==> src/include/rcd_defines.svh <==
`ifndef RCD_DEFINES_SVH
`define RCD_DEFINES_SVH

// ****************************************
// register map
// ****************************************
`define RCD_ADDR_W        5
`define RCD_OFS_VALUE     5'h10
`define RCD_OFS_CONFIG    5'h11
`define RCD_VALUE_RST     8'h00
`define RCD_CONFIG_RST    5'h18

// ****************************************
// configuration fields
// ****************************************
`define RCD_SEL_HI        4
`define RCD_SEL_LO        3
`define RCD_RUN_BIT       2
`define RCD_IRQ_GATE_BIT  1
`define RCD_PULSE_BIT     0

// ****************************************
// prescaler counts, in oscillator ticks, 64 Hz ticks and seconds
// ****************************************
`define RCD_OSC_HZ        32768
`define RCD_DIV_8192      2'h3
`define RCD_DIV_4096      3'h7
`define RCD_DIV_64        9'h1ff
`define RCD_SUB_PER_SEC   7'h40
`define RCD_SEC_PER_MIN   6'h3b

// ****************************************
// irq pulse widths, in 8192 Hz ticks
// ****************************************
`define RCD_PW_4096_ONE   8'h01
`define RCD_PW_4096       8'h02
`define RCD_PW_64_ONE     8'h40
`define RCD_PW_64         8'h80
`define RCD_PW_SLOW       8'h80

`endif

==> src/include/rcd_pkg.sv <==
package rcd_pkg;

  // source clock choices, in field order
  typedef enum logic [1:0] {
    RCD_SRC_4096 = 2'h0,
    RCD_SRC_64   = 2'h1,
    RCD_SRC_1    = 2'h2,
    RCD_SRC_60TH = 2'h3
  } rcd_src_t;

  // register write strobe with its address and data
  typedef struct packed {
    logic       en;
    logic [4:0] addr;
    logic [7:0] data;
  } rcd_wr_t;

  // one-cycle ticks from the prescaler
  typedef struct packed {
    logic t8192;
    logic t4096;
    logic t64;
    logic t1;
    logic t60th;
  } rcd_ticks_t;

  // counter run state
  typedef enum logic {
    RCD_STOPPED,
    RCD_RUNNING
  } rcd_state_t;

endpackage

==> src/logic/rcd_countdown_timer.sv <==
`timescale 1ns/1ps
`include "rcd_defines.svh"

// Function
// - 8-bit counter, value 10h, config 11h
// - config bits 4:3 pick source clock
// - period equals count over source frequency
// - zero count stops; 1..255 count down
// - expiry from one sets flag, reloads
// - new count written takes effect immediately
// - config bit 2 starts counting
// - flag sticky until cleared by flag_clr
// - config bit 1 gates the interrupt
// - config bit 0 selects level or pulse
// - pulse width depends on source, count
// - flag and interrupt assert together
// - reads return live count; read twice
// - slow sources take offset correction pulses
module rcd_countdown_timer
  import rcd_pkg::*;
(
  input  wire logic       clk_sys,
  input  wire logic       rst,
  input  wire logic       osc_tick,
  input  wire logic       corr_shorten,
  input  wire logic       corr_lengthen,
  input  rcd_wr_t         reg_wr,
  input  wire logic       rd_en,
  input  wire logic [4:0] rd_addr,
  output logic      [7:0] rd_data,
  input  wire logic       flag_clr,
  output logic            countdown_flag,
  output logic            timer_irq
);

  rcd_ticks_t  ticks;
  rcd_state_t  state_r,  state_nxt;
  logic [7:0]  reload_r, reload_nxt;
  logic [7:0]  cnt_r,    cnt_nxt;
  logic [4:0]  cfg_r,    cfg_nxt;
  logic        skip_r,   skip_nxt;
  logic        flag_r,   flag_nxt;
  logic [7:0]  pw_r,     pw_nxt;
  logic [7:0]  rdat_r,   rdat_nxt;
  logic        src_tick, expire, run_gate_bit, wr_value, wr_config;
  rcd_src_t    source_clock_select;

  // pulse width in 8192 Hz ticks for a source and reload count
  function automatic logic [7:0] pulse_width(input rcd_src_t sel, input logic [7:0] t);
    case (sel)
      RCD_SRC_4096: pulse_width = (t == 8'h01) ? `RCD_PW_4096_ONE : `RCD_PW_4096;
      RCD_SRC_64:   pulse_width = (t == 8'h01) ? `RCD_PW_64_ONE : `RCD_PW_64;
      default:      pulse_width = `RCD_PW_SLOW;
    endcase
  endfunction

  // address match shared by the write and read paths
  function automatic logic hit(input logic [4:0] a, input logic [4:0] ofs);
    hit = (a == ofs);
  endfunction

  // ****************************************
  // source clocks
  // ****************************************
  rcd_prescaler u_prescaler (
    .clk_sys       (clk_sys),
    .rst           (rst),
    .osc_tick      (osc_tick),
    .corr_shorten  (corr_shorten),
    .corr_lengthen (corr_lengthen),
    .ticks         (ticks)
  );

  assign source_clock_select = rcd_src_t'(cfg_r[`RCD_SEL_HI:`RCD_SEL_LO]);
  assign run_gate_bit        = cfg_r[`RCD_RUN_BIT];
  assign wr_value            = reg_wr.en && hit(reg_wr.addr, `RCD_OFS_VALUE);
  assign wr_config           = reg_wr.en && hit(reg_wr.addr, `RCD_OFS_CONFIG);

  // source mux; the prescaler runs free so the first period has up to one tick of slack
  always_comb begin
    case (source_clock_select)
      RCD_SRC_4096: src_tick = ticks.t4096;
      RCD_SRC_64:   src_tick = ticks.t64;
      RCD_SRC_1:    src_tick = ticks.t1;
      default:      src_tick = ticks.t60th;
    endcase
  end

  // ****************************************
  // counter and registers
  // ****************************************
  // the gate is checked too, so a stop in flight never sets the flag without a reload
  assign expire = (state_r == RCD_RUNNING) && run_gate_bit && !skip_r && src_tick
                  && (cnt_r == 8'h01) && !wr_value;

  // a write of the count wins over a tick in the same cycle
  // fast sources swallow the first tick after a start, so the first period spans T to T+1
  always_comb begin
    state_nxt  = state_r;
    reload_nxt = reload_r;
    cnt_nxt    = cnt_r;
    cfg_nxt    = cfg_r;
    skip_nxt   = skip_r;
    case (state_r)
      RCD_STOPPED: begin
        if (run_gate_bit) begin
          state_nxt = RCD_RUNNING;
          cnt_nxt   = reload_r;
          skip_nxt  = !cfg_r[`RCD_SEL_HI];
        end
      end
      RCD_RUNNING: begin
        if (!run_gate_bit) begin
          state_nxt = RCD_STOPPED;
        end else if (expire) begin
          cnt_nxt = reload_r;
        end else if (src_tick && skip_r) begin
          skip_nxt = 1'b0;
        end else if (src_tick && cnt_r != 8'h00) begin
          cnt_nxt = cnt_r - 8'h01;
        end
      end
      default: state_nxt = RCD_STOPPED;
    endcase
    if (wr_value) begin
      reload_nxt = reg_wr.data;
      cnt_nxt    = reg_wr.data;
    end
    if (wr_config) begin
      cfg_nxt = reg_wr.data[4:0];
    end
  end

  always_ff @(posedge clk_sys or posedge rst) begin
    if (rst) begin
      state_r  <= RCD_STOPPED;
      reload_r <= `RCD_VALUE_RST;
      cnt_r    <= `RCD_VALUE_RST;
      cfg_r    <= `RCD_CONFIG_RST;
      skip_r   <= 1'b0;
    end else begin
      state_r  <= state_nxt;
      reload_r <= reload_nxt;
      cnt_r    <= cnt_nxt;
      cfg_r    <= cfg_nxt;
      skip_r   <= skip_nxt;
    end
  end

  // ****************************************
  // flag, interrupt pulse and read-back
  // ****************************************
  // set beats clear so an expiry in the clearing cycle is never lost
  always_comb begin
    flag_nxt = (flag_r && !flag_clr) || expire;
    pw_nxt   = pw_r;
    if (expire) begin
      pw_nxt = pulse_width(source_clock_select, reload_r);
    end else if (ticks.t8192 && pw_r != 8'h00) begin
      pw_nxt = pw_r - 8'h01;
    end
    rdat_nxt = rdat_r;
    if (rd_en) begin
      if (hit(rd_addr, `RCD_OFS_VALUE)) begin
        rdat_nxt = cnt_r;
      end else if (hit(rd_addr, `RCD_OFS_CONFIG)) begin
        rdat_nxt = {3'b000, cfg_r};
      end else begin
        rdat_nxt = 8'h00;
      end
    end
  end

  always_ff @(posedge clk_sys or posedge rst) begin
    if (rst) begin
      flag_r <= 1'b0;
      pw_r   <= 8'h00;
      rdat_r <= 8'h00;
    end else begin
      flag_r <= flag_nxt;
      pw_r   <= pw_nxt;
      rdat_r <= rdat_nxt;
    end
  end

  assign countdown_flag = flag_r;
  assign rd_data        = rdat_r;

  // both modes read registers that load on the same edge, so flag and irq rise together
  always_comb begin
    if (!cfg_r[`RCD_IRQ_GATE_BIT]) begin
      timer_irq = 1'b0;
    end else if (cfg_r[`RCD_PULSE_BIT]) begin
      timer_irq = (pw_r != 8'h00);
    end else begin
      timer_irq = flag_r;
    end
  end

  // ****************************************
  // assertions
  // ****************************************
  property p_flag_on_expire;
    @(posedge clk_sys) disable iff (rst)
    expire |=> countdown_flag;
  endproperty
  a_flag_on_expire: assert property (p_flag_on_expire) else $error("flag not set");

  property p_reload;
    @(posedge clk_sys) disable iff (rst)
    expire |=> (cnt_r == $past(reload_r));
  endproperty
  a_reload: assert property (p_reload) else $error("count not reloaded");

  property p_zero_stops;
    @(posedge clk_sys) disable iff (rst)
    (cnt_r == 8'h00 && reload_r == 8'h00 && !wr_value) |=> (cnt_r == 8'h00) && !$rose(flag_r);
  endproperty
  a_zero_stops: assert property (p_zero_stops) else $error("zero count ran");

  property p_decrement;
    @(posedge clk_sys) disable iff (rst)
    (state_r == RCD_RUNNING && run_gate_bit && !skip_r && src_tick && cnt_r > 8'h01 && !wr_value)
      |=> (cnt_r == $past(cnt_r) - 8'h01);
  endproperty
  a_decrement: assert property (p_decrement) else $error("bad decrement");

  property p_write_now;
    @(posedge clk_sys) disable iff (rst)
    wr_value |=> (cnt_r == $past(reg_wr.data)) && (reload_r == cnt_r);
  endproperty
  a_write_now: assert property (p_write_now) else $error("write not immediate");

  property p_start;
    @(posedge clk_sys) disable iff (rst)
    (state_r == RCD_STOPPED && run_gate_bit && !wr_value) |=> (cnt_r == reload_r);
  endproperty
  a_start: assert property (p_start) else $error("start did not load");

  property p_sticky;
    @(posedge clk_sys) disable iff (rst)
    (countdown_flag && !flag_clr) |=> countdown_flag;
  endproperty
  a_sticky: assert property (p_sticky) else $error("flag dropped");

  property p_gate;
    @(posedge clk_sys) disable iff (rst)
    !cfg_r[`RCD_IRQ_GATE_BIT] |-> !timer_irq;
  endproperty
  a_gate: assert property (p_gate) else $error("irq while gated");

  property p_level;
    @(posedge clk_sys) disable iff (rst)
    (cfg_r[`RCD_IRQ_GATE_BIT] && !cfg_r[`RCD_PULSE_BIT]) |-> (timer_irq == countdown_flag);
  endproperty
  a_level: assert property (p_level) else $error("irq not tracking flag");

  property p_together;
    @(posedge clk_sys) disable iff (rst)
    (expire && !flag_r && cfg_r[`RCD_IRQ_GATE_BIT] && !wr_config)
      |=> (countdown_flag && timer_irq);
  endproperty
  a_together: assert property (p_together) else $error("flag and irq apart");

  property p_width_4096;
    @(posedge clk_sys) disable iff (rst)
    (expire && source_clock_select == RCD_SRC_4096 && reload_r > 8'h01)
      |=> (pw_r == 8'h02);
  endproperty
  a_width_4096: assert property (p_width_4096) else $error("bad pulse width");

  property p_read_live;
    @(posedge clk_sys) disable iff (rst)
    (rd_en && rd_addr == `RCD_OFS_VALUE) |=> (rd_data == $past(cnt_r));
  endproperty
  a_read_live: assert property (p_read_live) else $error("read not live");

  c_expire:  cover property (@(posedge clk_sys) disable iff (rst) expire);
  c_pulse:   cover property (@(posedge clk_sys) disable iff (rst)
                             $fell(timer_irq) && cfg_r[`RCD_PULSE_BIT]);
  c_clr_hit: cover property (@(posedge clk_sys) disable iff (rst) expire && flag_clr);
  c_slow:    cover property (@(posedge clk_sys) disable iff (rst)
                             expire && source_clock_select == RCD_SRC_1);

endmodule // rcd_countdown_timer

==> src/logic/rcd_prescaler.sv <==
`timescale 1ns/1ps
`include "rcd_defines.svh"

module rcd_prescaler
  import rcd_pkg::*;
(
  input  wire logic       clk_sys,
  input  wire logic       rst,
  input  wire logic       osc_tick,
  input  wire logic       corr_shorten,
  input  wire logic       corr_lengthen,
  output rcd_ticks_t      ticks
);

  logic [14:0] div_r,  div_nxt;
  logic [5:0]  sub_r,  sub_nxt;
  logic [5:0]  sec_r,  sec_nxt;
  logic [6:0]  sub_sum;
  logic        t64, t1;

  // ****************************************
  // binary division of the oscillator
  // ****************************************
  assign t64 = osc_tick && (div_r[8:0] == `RCD_DIV_64);

  // offset correction only reaches the slow path, so the fast sources stay exact
  always_comb begin
    sub_sum = {1'b0, sub_r};
    if (t64 && !corr_lengthen) begin
      sub_sum = sub_sum + (corr_shorten ? 7'h02 : 7'h01);
    end else if (!t64 && corr_shorten) begin
      sub_sum = sub_sum + 7'h01;
    end
    t1      = (sub_sum >= `RCD_SUB_PER_SEC);
    div_nxt = osc_tick ? div_r + 15'h0001 : div_r;
    sub_nxt = t1 ? 6'(sub_sum - `RCD_SUB_PER_SEC) : sub_sum[5:0];
    sec_nxt = sec_r;
    if (t1) begin
      sec_nxt = (sec_r == `RCD_SEC_PER_MIN) ? 6'h00 : sec_r + 6'h01;
    end
  end

  always_ff @(posedge clk_sys or posedge rst) begin
    if (rst) begin
      div_r <= 15'h0000;
      sub_r <= 6'h00;
      sec_r <= 6'h00;
    end else begin
      div_r <= div_nxt;
      sub_r <= sub_nxt;
      sec_r <= sec_nxt;
    end
  end

  // tick outputs are one-cycle strobes
  assign ticks.t8192 = osc_tick && (div_r[1:0] == `RCD_DIV_8192);
  assign ticks.t4096 = osc_tick && (div_r[2:0] == `RCD_DIV_4096);
  assign ticks.t64   = t64;
  assign ticks.t1    = t1;
  assign ticks.t60th = t1 && (sec_r == `RCD_SEC_PER_MIN);

endmodule // rcd_prescaler

==> config.mk <==
export PLATFORM = sky130hd
export DESIGN_NAME = rcd_countdown_timer
export DESIGN_NICKNAME = d
export VERILOG_FILES = /design/src/include/rcd_pkg.sv /design/src/logic/rcd_countdown_timer.sv /design/src/logic/rcd_prescaler.sv
export VERILOG_INCLUDE_DIRS = /design/src /design/src/include
export SDC_FILE = /design/constraint.sdc
export NUM_CORES = 1
export LEC_CHECK = 0
export BUFFER_PORTS_ARGS = -buffer_cell sky130_fd_sc_hd__buf_2
export CAP_MARGIN = 10
export CORE_ASPECT_RATIO = 1.1
export CORE_MARGIN = 2
export CORE_UTILIZATION = 30
export CTS_CLUSTER_SIZE = 16
export DETAILED_ROUTE_END_ITERATION = 10
export HOLD_SLACK_MARGIN = 0.08
export PLACE_DENSITY = 0.49
export SYNTH_ARGS = -nofsm -noshare
export SYNTH_HDL_FRONTEND = slang
export SYNTH_SLANG_ARGS = --single-unit
==> constraint.sdc <==
create_clock -name clk_sys -period 4.34 [get_ports clk_sys]
set_input_delay 0.217 -clock clk_sys [delete_from_list [all_inputs] [get_ports clk_sys]]
set_output_delay 0.217 -clock clk_sys [all_outputs]
set_load 0.01 [all_outputs]
# Word level (Yosys, flattened, before mapping)
# Cells that the tools add are included.
dict set report totals {
  ff_bits 67
  latch_bits 0
  ramBits 0
  romBits 0
  output_inout_bits 10
  elab_cells 98
  mem_count 0
}
dict set report classes {
  add_sub_neg 7
  mul 0
  n_div 0
  n_lt_le_gt_ge 1
  eq_ne 20
  n_shift 0
  muxes 28
  bitwise 1
  n_reduce_logical 30
}
# cell n
set op_table {}
lappend op_table {{$mux W8} 10}
lappend op_table {{$pmux W8 S2} 2}
lappend op_table {{$eq A5 B5 Y1 const B} 4}
lappend op_table {{$logic_and A1 B1 Y1} 17}
lappend op_table {{$eq A8 B1 Y1 const B} 2}
lappend op_table {{$reduce_bool A8 Y1} 2}
lappend op_table {{$sub A8 B1 Y8 const B} 2}
lappend op_table {{$add A15 B1 Y15 const B} 1}
lappend op_table {{$mux W7} 2}
lappend op_table {{$mux W6} 2}
lappend op_table {{$eq A9 B9 Y1 const B} 1}
lappend op_table {{$reduce_and A4 Y1} 2}
lappend op_table {{$add A6 B1 Y7 const B} 1}
lappend op_table {{$add A6 B7 Y7} 1}
lappend op_table {{$ge A7 B7 Y1 const B} 1}
lappend op_table {{$mux W1} 7}
lappend op_table {{$add A6 B1 Y6 const B} 1}
lappend op_table {{$eq A6 B6 Y1 const B} 1}
lappend op_table {{$logic_not A1 Y1} 6}
lappend op_table {{$sub A6 B1 Y6 const B} 1}
lappend op_table {{$mux W5} 1}
lappend op_table {{$eq A2 B2 Y1 const B} 2}
lappend op_table {{$mux W2} 2}
lappend op_table {{$ne A2 B1 Y1 const B} 2}
lappend op_table {{13 further kinds} 14}

# Logic depth before layout (Yosys ltp)
dict set report logic_depth {
  ltp_word 16
  ltp_mapped 12
  mapped_depth_nobuf 11
}

# Cells and area by module
# Synthesis repeated with hierarchy kept, for this count alone.
dict set report unflattened {
  cells_unflattened 337
  area_unflattened_um2 3417.0
}
# mod n_inst cells_per_inst area_each_um2 seq_area_each_um2
set by_module_without_submodules {}
lappend by_module_without_submodules {rcd_countdown_timer 1 231 2228.4 1003.5}
lappend by_module_without_submodules {rcd_prescaler 1 106 1188.6 525.5}

# Least setup slack after synthesis
# No wires, ideal clock.
dict set report synth_timing {
  path_kind {reg-to-reg}
  startpoint {register u_prescaler.sub_r[0]}
  endpoint {register pw_r[0]}
  setup_ns 0.079
  arrival_ns 2.673
  required_time_ns 4.261
  path_slack_ns 1.587
  path_stages_with_launch 11
  n_path_buf 0
  synth_period_minus_slack_ns 2.753
  cell_sequence {dfrtp_1 > ha_1 > inv_1 > fa_1 > and4bb_1 > a31oi_2 > nor2_4 > nand3_2 > mux4_2 > nor4_4 > mux2i_1}
}
dict set report synth_between {
  elab_chain_cells 10
}
# element line_no
set synth_rtl {}
lappend synth_rtl {{start: declaration} rcd_prescaler.sv:16} ;# logic [5:0] sub_r, sub_nxt;
lappend synth_rtl {{start signal: assignment} rcd_prescaler.sv:50} ;# sub_r <= sub_nxt;
lappend synth_rtl {{$add A6 B1 Y7} rcd_prescaler.sv:32} ;# sub_sum = sub_sum + 7'h01;
lappend synth_rtl {{$mux W7} rcd_prescaler.sv:31} ;# end else if (!t64 && corr_shorten) begin
lappend synth_rtl {{$mux W7 (*)} rcd_prescaler.sv:29} ;# if (t64 && !corr_lengthen) begin
lappend synth_rtl {{$ge A7 B7 Y1 (no line) (*)} n/a}
lappend synth_rtl {{$logic_and A1 B1 Y1} rcd_prescaler.sv:60} ;# assign ticks.t60th = t1 && (sec_r == `RCD_SEC_PER_MIN);
lappend synth_rtl {{$pmux W1 S3 (*)} rcd_countdown_timer.sv:81} ;# case (source_clock_select)
lappend synth_rtl {{$logic_and A1 B1 Y1 (*)} rcd_countdown_timer.sv:93} ;# assign expire = (state_r == RCD_RUNNING) && run_gate_bit && !skip_r && src_tick
lappend synth_rtl {{$logic_and A1 B1 Y1 (*) (2 in series)} rcd_countdown_timer.sv:94} ;# && (cnt_r == 8'h01) && !wr_value;
lappend synth_rtl {{$mux W8 / $reduce_bool A2 Y1 (equally long branches)} n/a}
lappend synth_rtl {{end signal: assignment} rcd_countdown_timer.sv:181} ;# pw_r <= pw_nxt;
lappend synth_rtl {{end: declaration} rcd_countdown_timer.sv:43} ;# logic [7:0] pw_r, pw_nxt;
# Every way passes the cells marked *; elsewhere a longest branch is shown, timed or not.
# A chain may end at the register's enable or synchronous reset.

# Worst setup path after layout
dict set report layout_timing {
  startpoint {register u_prescaler.div_r[0]}
  endpoint {register pw_r[0]}
}
dict set report layout_between {
  elab_chain_cells 13
}
# element line_no
set layout_rtl {}
lappend layout_rtl {{start: declaration} rcd_prescaler.sv:15} ;# logic [14:0] div_r, div_nxt;
lappend layout_rtl {{start signal: assignment} rcd_prescaler.sv:49} ;# div_r <= div_nxt;
lappend layout_rtl {{$eq A9 B9 Y1 (no line)} n/a}
lappend layout_rtl {{$logic_and A1 B1 Y1} rcd_prescaler.sv:24} ;# assign t64 = osc_tick && (div_r[8:0] == `RCD_DIV_64);
lappend layout_rtl {{$logic_not A1 Y1} rcd_prescaler.sv:31}
lappend layout_rtl {{$logic_and A1 B1 Y1} rcd_prescaler.sv:31}
lappend layout_rtl {{$mux W7} rcd_prescaler.sv:31}
lappend layout_rtl {{$mux W7} rcd_prescaler.sv:29}
lappend layout_rtl {{$ge A7 B7 Y1 (no line)} n/a}
lappend layout_rtl {{$logic_and A1 B1 Y1} rcd_prescaler.sv:60}
lappend layout_rtl {{$pmux W1 S3} rcd_countdown_timer.sv:81}
lappend layout_rtl {{$logic_and A1 B1 Y1} rcd_countdown_timer.sv:93}
lappend layout_rtl {{$logic_and A1 B1 Y1 (2 in series)} rcd_countdown_timer.sv:94}
lappend layout_rtl {{$mux W8 / $reduce_bool A2 Y1 (equally long branches)} n/a}
# Parallel ways exist; a longest one is shown, timed or not.

==> key figures <==
Drt
  • 1st-pass router iterations: 4
  • Final ANT Viol Nets: 0
  • WL final: about 7.2 mm
  • Vias: 2547
  • Avg WL per Cell: 13.5 um
  • DR DRC count: 0
  • Vias per inst: about 4.8
  • Initial DRC count: 80

Cells and area
  • Ant. Diodes: 0
  • Non-Filler Instances: 532
  • FF+latch area: approximately 0.0015 mm2
  • Synthesis-to-layout area growth: 20.0%
  • Layout net count: 418
  • Area taken by multi-input logic gates: ~0.0017 mm2
  • Layout cells sized above 1: 17.9%
  • # fillers: about 1100

Timing
  • Worst slew margin: a little under two fifths
  • Minimum clock period: 3110 ps
  • Post-route setup slack: 1230 ps
  • Fin. Hold Viols: 0
  • Hold WS: 101 ps
  • Setup tns final: 0 ps
  • Fin crit share: 71.7%
  • F_max: 321 MHz
  • Worst Clk Skew: 2.38 ps
  • Slew Viols, Final: 0
  • RSZ-0062 raised after global routing: no
  • Setup Viol. Count Final: 0
  • Slew @ Worst Pin: between 900 and 1000 ps

Critical path
  • Cell family with most CP delay: simple AND/OR/NAND/NOR gates
  • Register-to-Register Path Depth: 11
  • Crit-path most repeated cell: ha_1
  • Crit path DAT: around 3400 ps
  • Critical R2R Launch: u_prescaler.div_r[0]
  • Crit Path Max Fanout: 9
  • Worst Path Buf+Inv: 0
  • CP max stage cell: mux4_2
  • Worst setup EP type: register
  • Worst Path Required: 4590 ps
  • CP peak stage delay: 530 ps
  • Crit Path Category: register to register
  • Reg2reg end: pw_r[0]
  • Worst path cell trace: ha_1 -> nand3_1 -> nor2_1 -> ha_1 -> nand2_1 -> a31oi_2 -> nor2_4 -> nand3_2 -> mux4_2 -> nor4_4 -> mux2i_1
  • Worst reg2reg setup slack: 1230 ps
  • Worst setup SP type: register

Placed design
  • Pre-CTS setup slack: 1200 ps
  • Placed Instances: 516
  • Placer Congestion: 0.784
  • Detailed placer's ending HPWL: 5.12 mm
  • Buffers added on ports: 35

Power and ir drop
  • Comb pwr share: 25.4%
  • Sequential share of power: between 40% and 50%
  • Clock share of power: about a third
  • Worst vdd ir: 0.153 mV
  • Sw Share: 32.9%
  • Lkg Pwr: approximately 1.8 nW
  • Power per Cell Area: 582 mW/mm2
  • Net switching power: 0.760 mW
  • Cell Int Power: 1.55 mW

Synthesis
  • Mapped Cells: 343
  • Yosys reg bits: 61
  • Most common cell in the synthesized netlist: dfrtp_1
  • Sequential area share after synthesis: 46.2%
  • Net Count, Synth: approximately 380
  • FFs w/ async S/R, synth: 100%
  • Yosys cell types: 49
  • EDFF count, synth: 0
  • Cell area after synthesis: 0.00331 mm2
  • Top-area cell type share of the netlist area: 44.6%
  • YS warnings: 0
  • Top cells by area, synth: dfrtp_1 45%, nand2_1 6.6%, ha_1 4.2%
  • Commonest cells in the netlist: 59 x dfrtp_1, 58 x nand2_1, 22 x nor2_1
  • Post-Syn Area per Cell: 9.64 um2
  • Most frequently used flop master after synthesis: dfrtp_1
  • Area leader, netlist: dfrtp_1

Clock tree
  • TritonCTS clock tree: yes
  • CTS Hold Bufs: 0
  • PostCTS Resize Cnt: 0
  • Num CTS Buffers: 9
  • TritonCTS Sinks: 61
  • Skew-Pair Late Insertion Delay: about 330 ps
  • CTS HTree Levels: 3
  • Clock transition at the registers of the reported paths: approximately 50 ps
  • Root Buffer: clkbuf_16
  • Clock Tree Buf Depth: 2
  • Post-CTS setup repair buffer count: 0

Min path
  • Hold Startpoint: reg_wr[6]
  • Hold Path Sink: reload_r[6]
  • Min-delay worst type: primary input to register
  • Hold path cells: 3

Global route
  • Initial antenna violation count: 0
  • GR Util All Layers: about an eighth
  • Grt total ovfl: 0
  • Global-route wire length before repair: ~12 mm
  • Largest net degree at the start of global routing: 62
  • Number of global-route vias before repair: 2463

Die
  • Starting Density: 30.5%
  • Number of I/O pins: 36
  • Die Area: 0.0119 mm2
  • Die width: 104 um
  • Row count: 40
  • Area of the core: 0.0109 mm2
  • Die H: 114 um

Run status
  • Status: complete, no violations

Run
  • Max-cap viol count: 0
[sequential cells by signal, indices dropped and copies added (netlist names)]
| name | count |
|---|---|
| countdown_flag | 1 |
| cnt_r | 8 |
| rd_data | 8 |
| skip_r | 1 |
| u_prescaler.sub_r | 6 |
| cfg_r | 5 |
| reload_r | 8 |
| pw_r | 8 |
| state_r | 1 |
| u_prescaler.div_r | 9 |
| u_prescaler.sec_r | 6 |
[layer usage]
metal	GRT usage (%)	share of wire [%]	vias up
li1	-	-	1272
met1	16.5	48	1228
met3	3.87	3.6	10
met2	20.8	47	37
met4	5.68	1.9	0
met5	0	0	-
[per-stage QoR]
step                area (um2)  total power [mW]  utilization (%)
floorplan                 3310              1.36                -
global placement          3640              1.52             33.5
detailed placement        3640              1.54             33.5
CTS                       3970              2.33             36.6
global route              3970              2.46             36.6
finish                    3970              2.31             36.6
[power groups by stage]
stage	registers, mW	clock network (mW)	logic [mW]
final	0.939	0.784	0.586
after global routing	0.967	0.827	0.670
after CTS	0.937	0.803	0.595
after detailed placement	0.942	0	0.593
after global placement	0.937	0	0.583
after floorplan	0.879	0	0.481
[cell type report]
class / count / share of cell area, %
clock buffers: 12 / 6.46
clock inverters: 4 / 1.76
flip-flops and latches: 61 / 38.5
well taps: 147 / 4.63
repair buffers: 38 / 4.98
multi-input cells: 249 / 41.7
inverters: 21 / 1.99
[cell usage in the layout (no fill, tap or decap), drive strengths merged, types with 2 or more instances in the layout]
master   count
dfrtp       59
nand2       58
buf         38
o21ai       28
nor2        24
inv         21
nand3       19
xor2        14
clkbuf      12
mux2        12
ha          11
xnor2        9
mux2i        9
nand4        5
o211ai       5
nor4         5
a21oi        4
o2111ai      4
nor3b        4
and3         3
nand3b       3
a21o         3
nor3         3
nor2b        3
nor4b        2
a21boi       2
a211oi       2
o31ai        2
nand4b       2
dfstp        2
bufinv       2
clkinv       2
a31oi        2
[worst reg2reg max path: stages, from the launching register on]
cell and delay (ps):
dfrtp_1 410, ha_1 260, nand3_1 90, nor2_1 40, ha_1 210, nand2_1 200, a31oi_2 240, nor2_4 180
nand3_2 140, mux4_2 530, nor4_4 490, mux2i_1 250
[kinds of logic (layout without fill, tap and decap cells)]
family,after synthesis,in the layout,share of synthesized area (%)
buffers and inverters,33,75,3.78
and+or+nand+nor,135,135,20.7
muxes,22,22,7.49
adders and majority gates,12,12,4.77
DFF,61,61,46.2
xor gates and xnor gates,23,23,6.09
AOI/OAI and AO/OA,57,57,11.0
[how the worst max path moves through the flow]
stage                                    start  endpoint  depth (start not counted)
after floorplan           u_prescaler.sub_r[0]   pw_r[0]                         10
after global placement    u_prescaler.div_r[0]   pw_r[7]                         11
after detailed placement  u_prescaler.div_r[0]   pw_r[0]                         11
after CTS                 u_prescaler.div_r[0]   pw_r[0]                         11
after global routing      u_prescaler.div_r[0]   pw_r[7]                         11
final                     u_prescaler.div_r[0]   pw_r[0]                         11
Power figures use the tool's default switching activity.
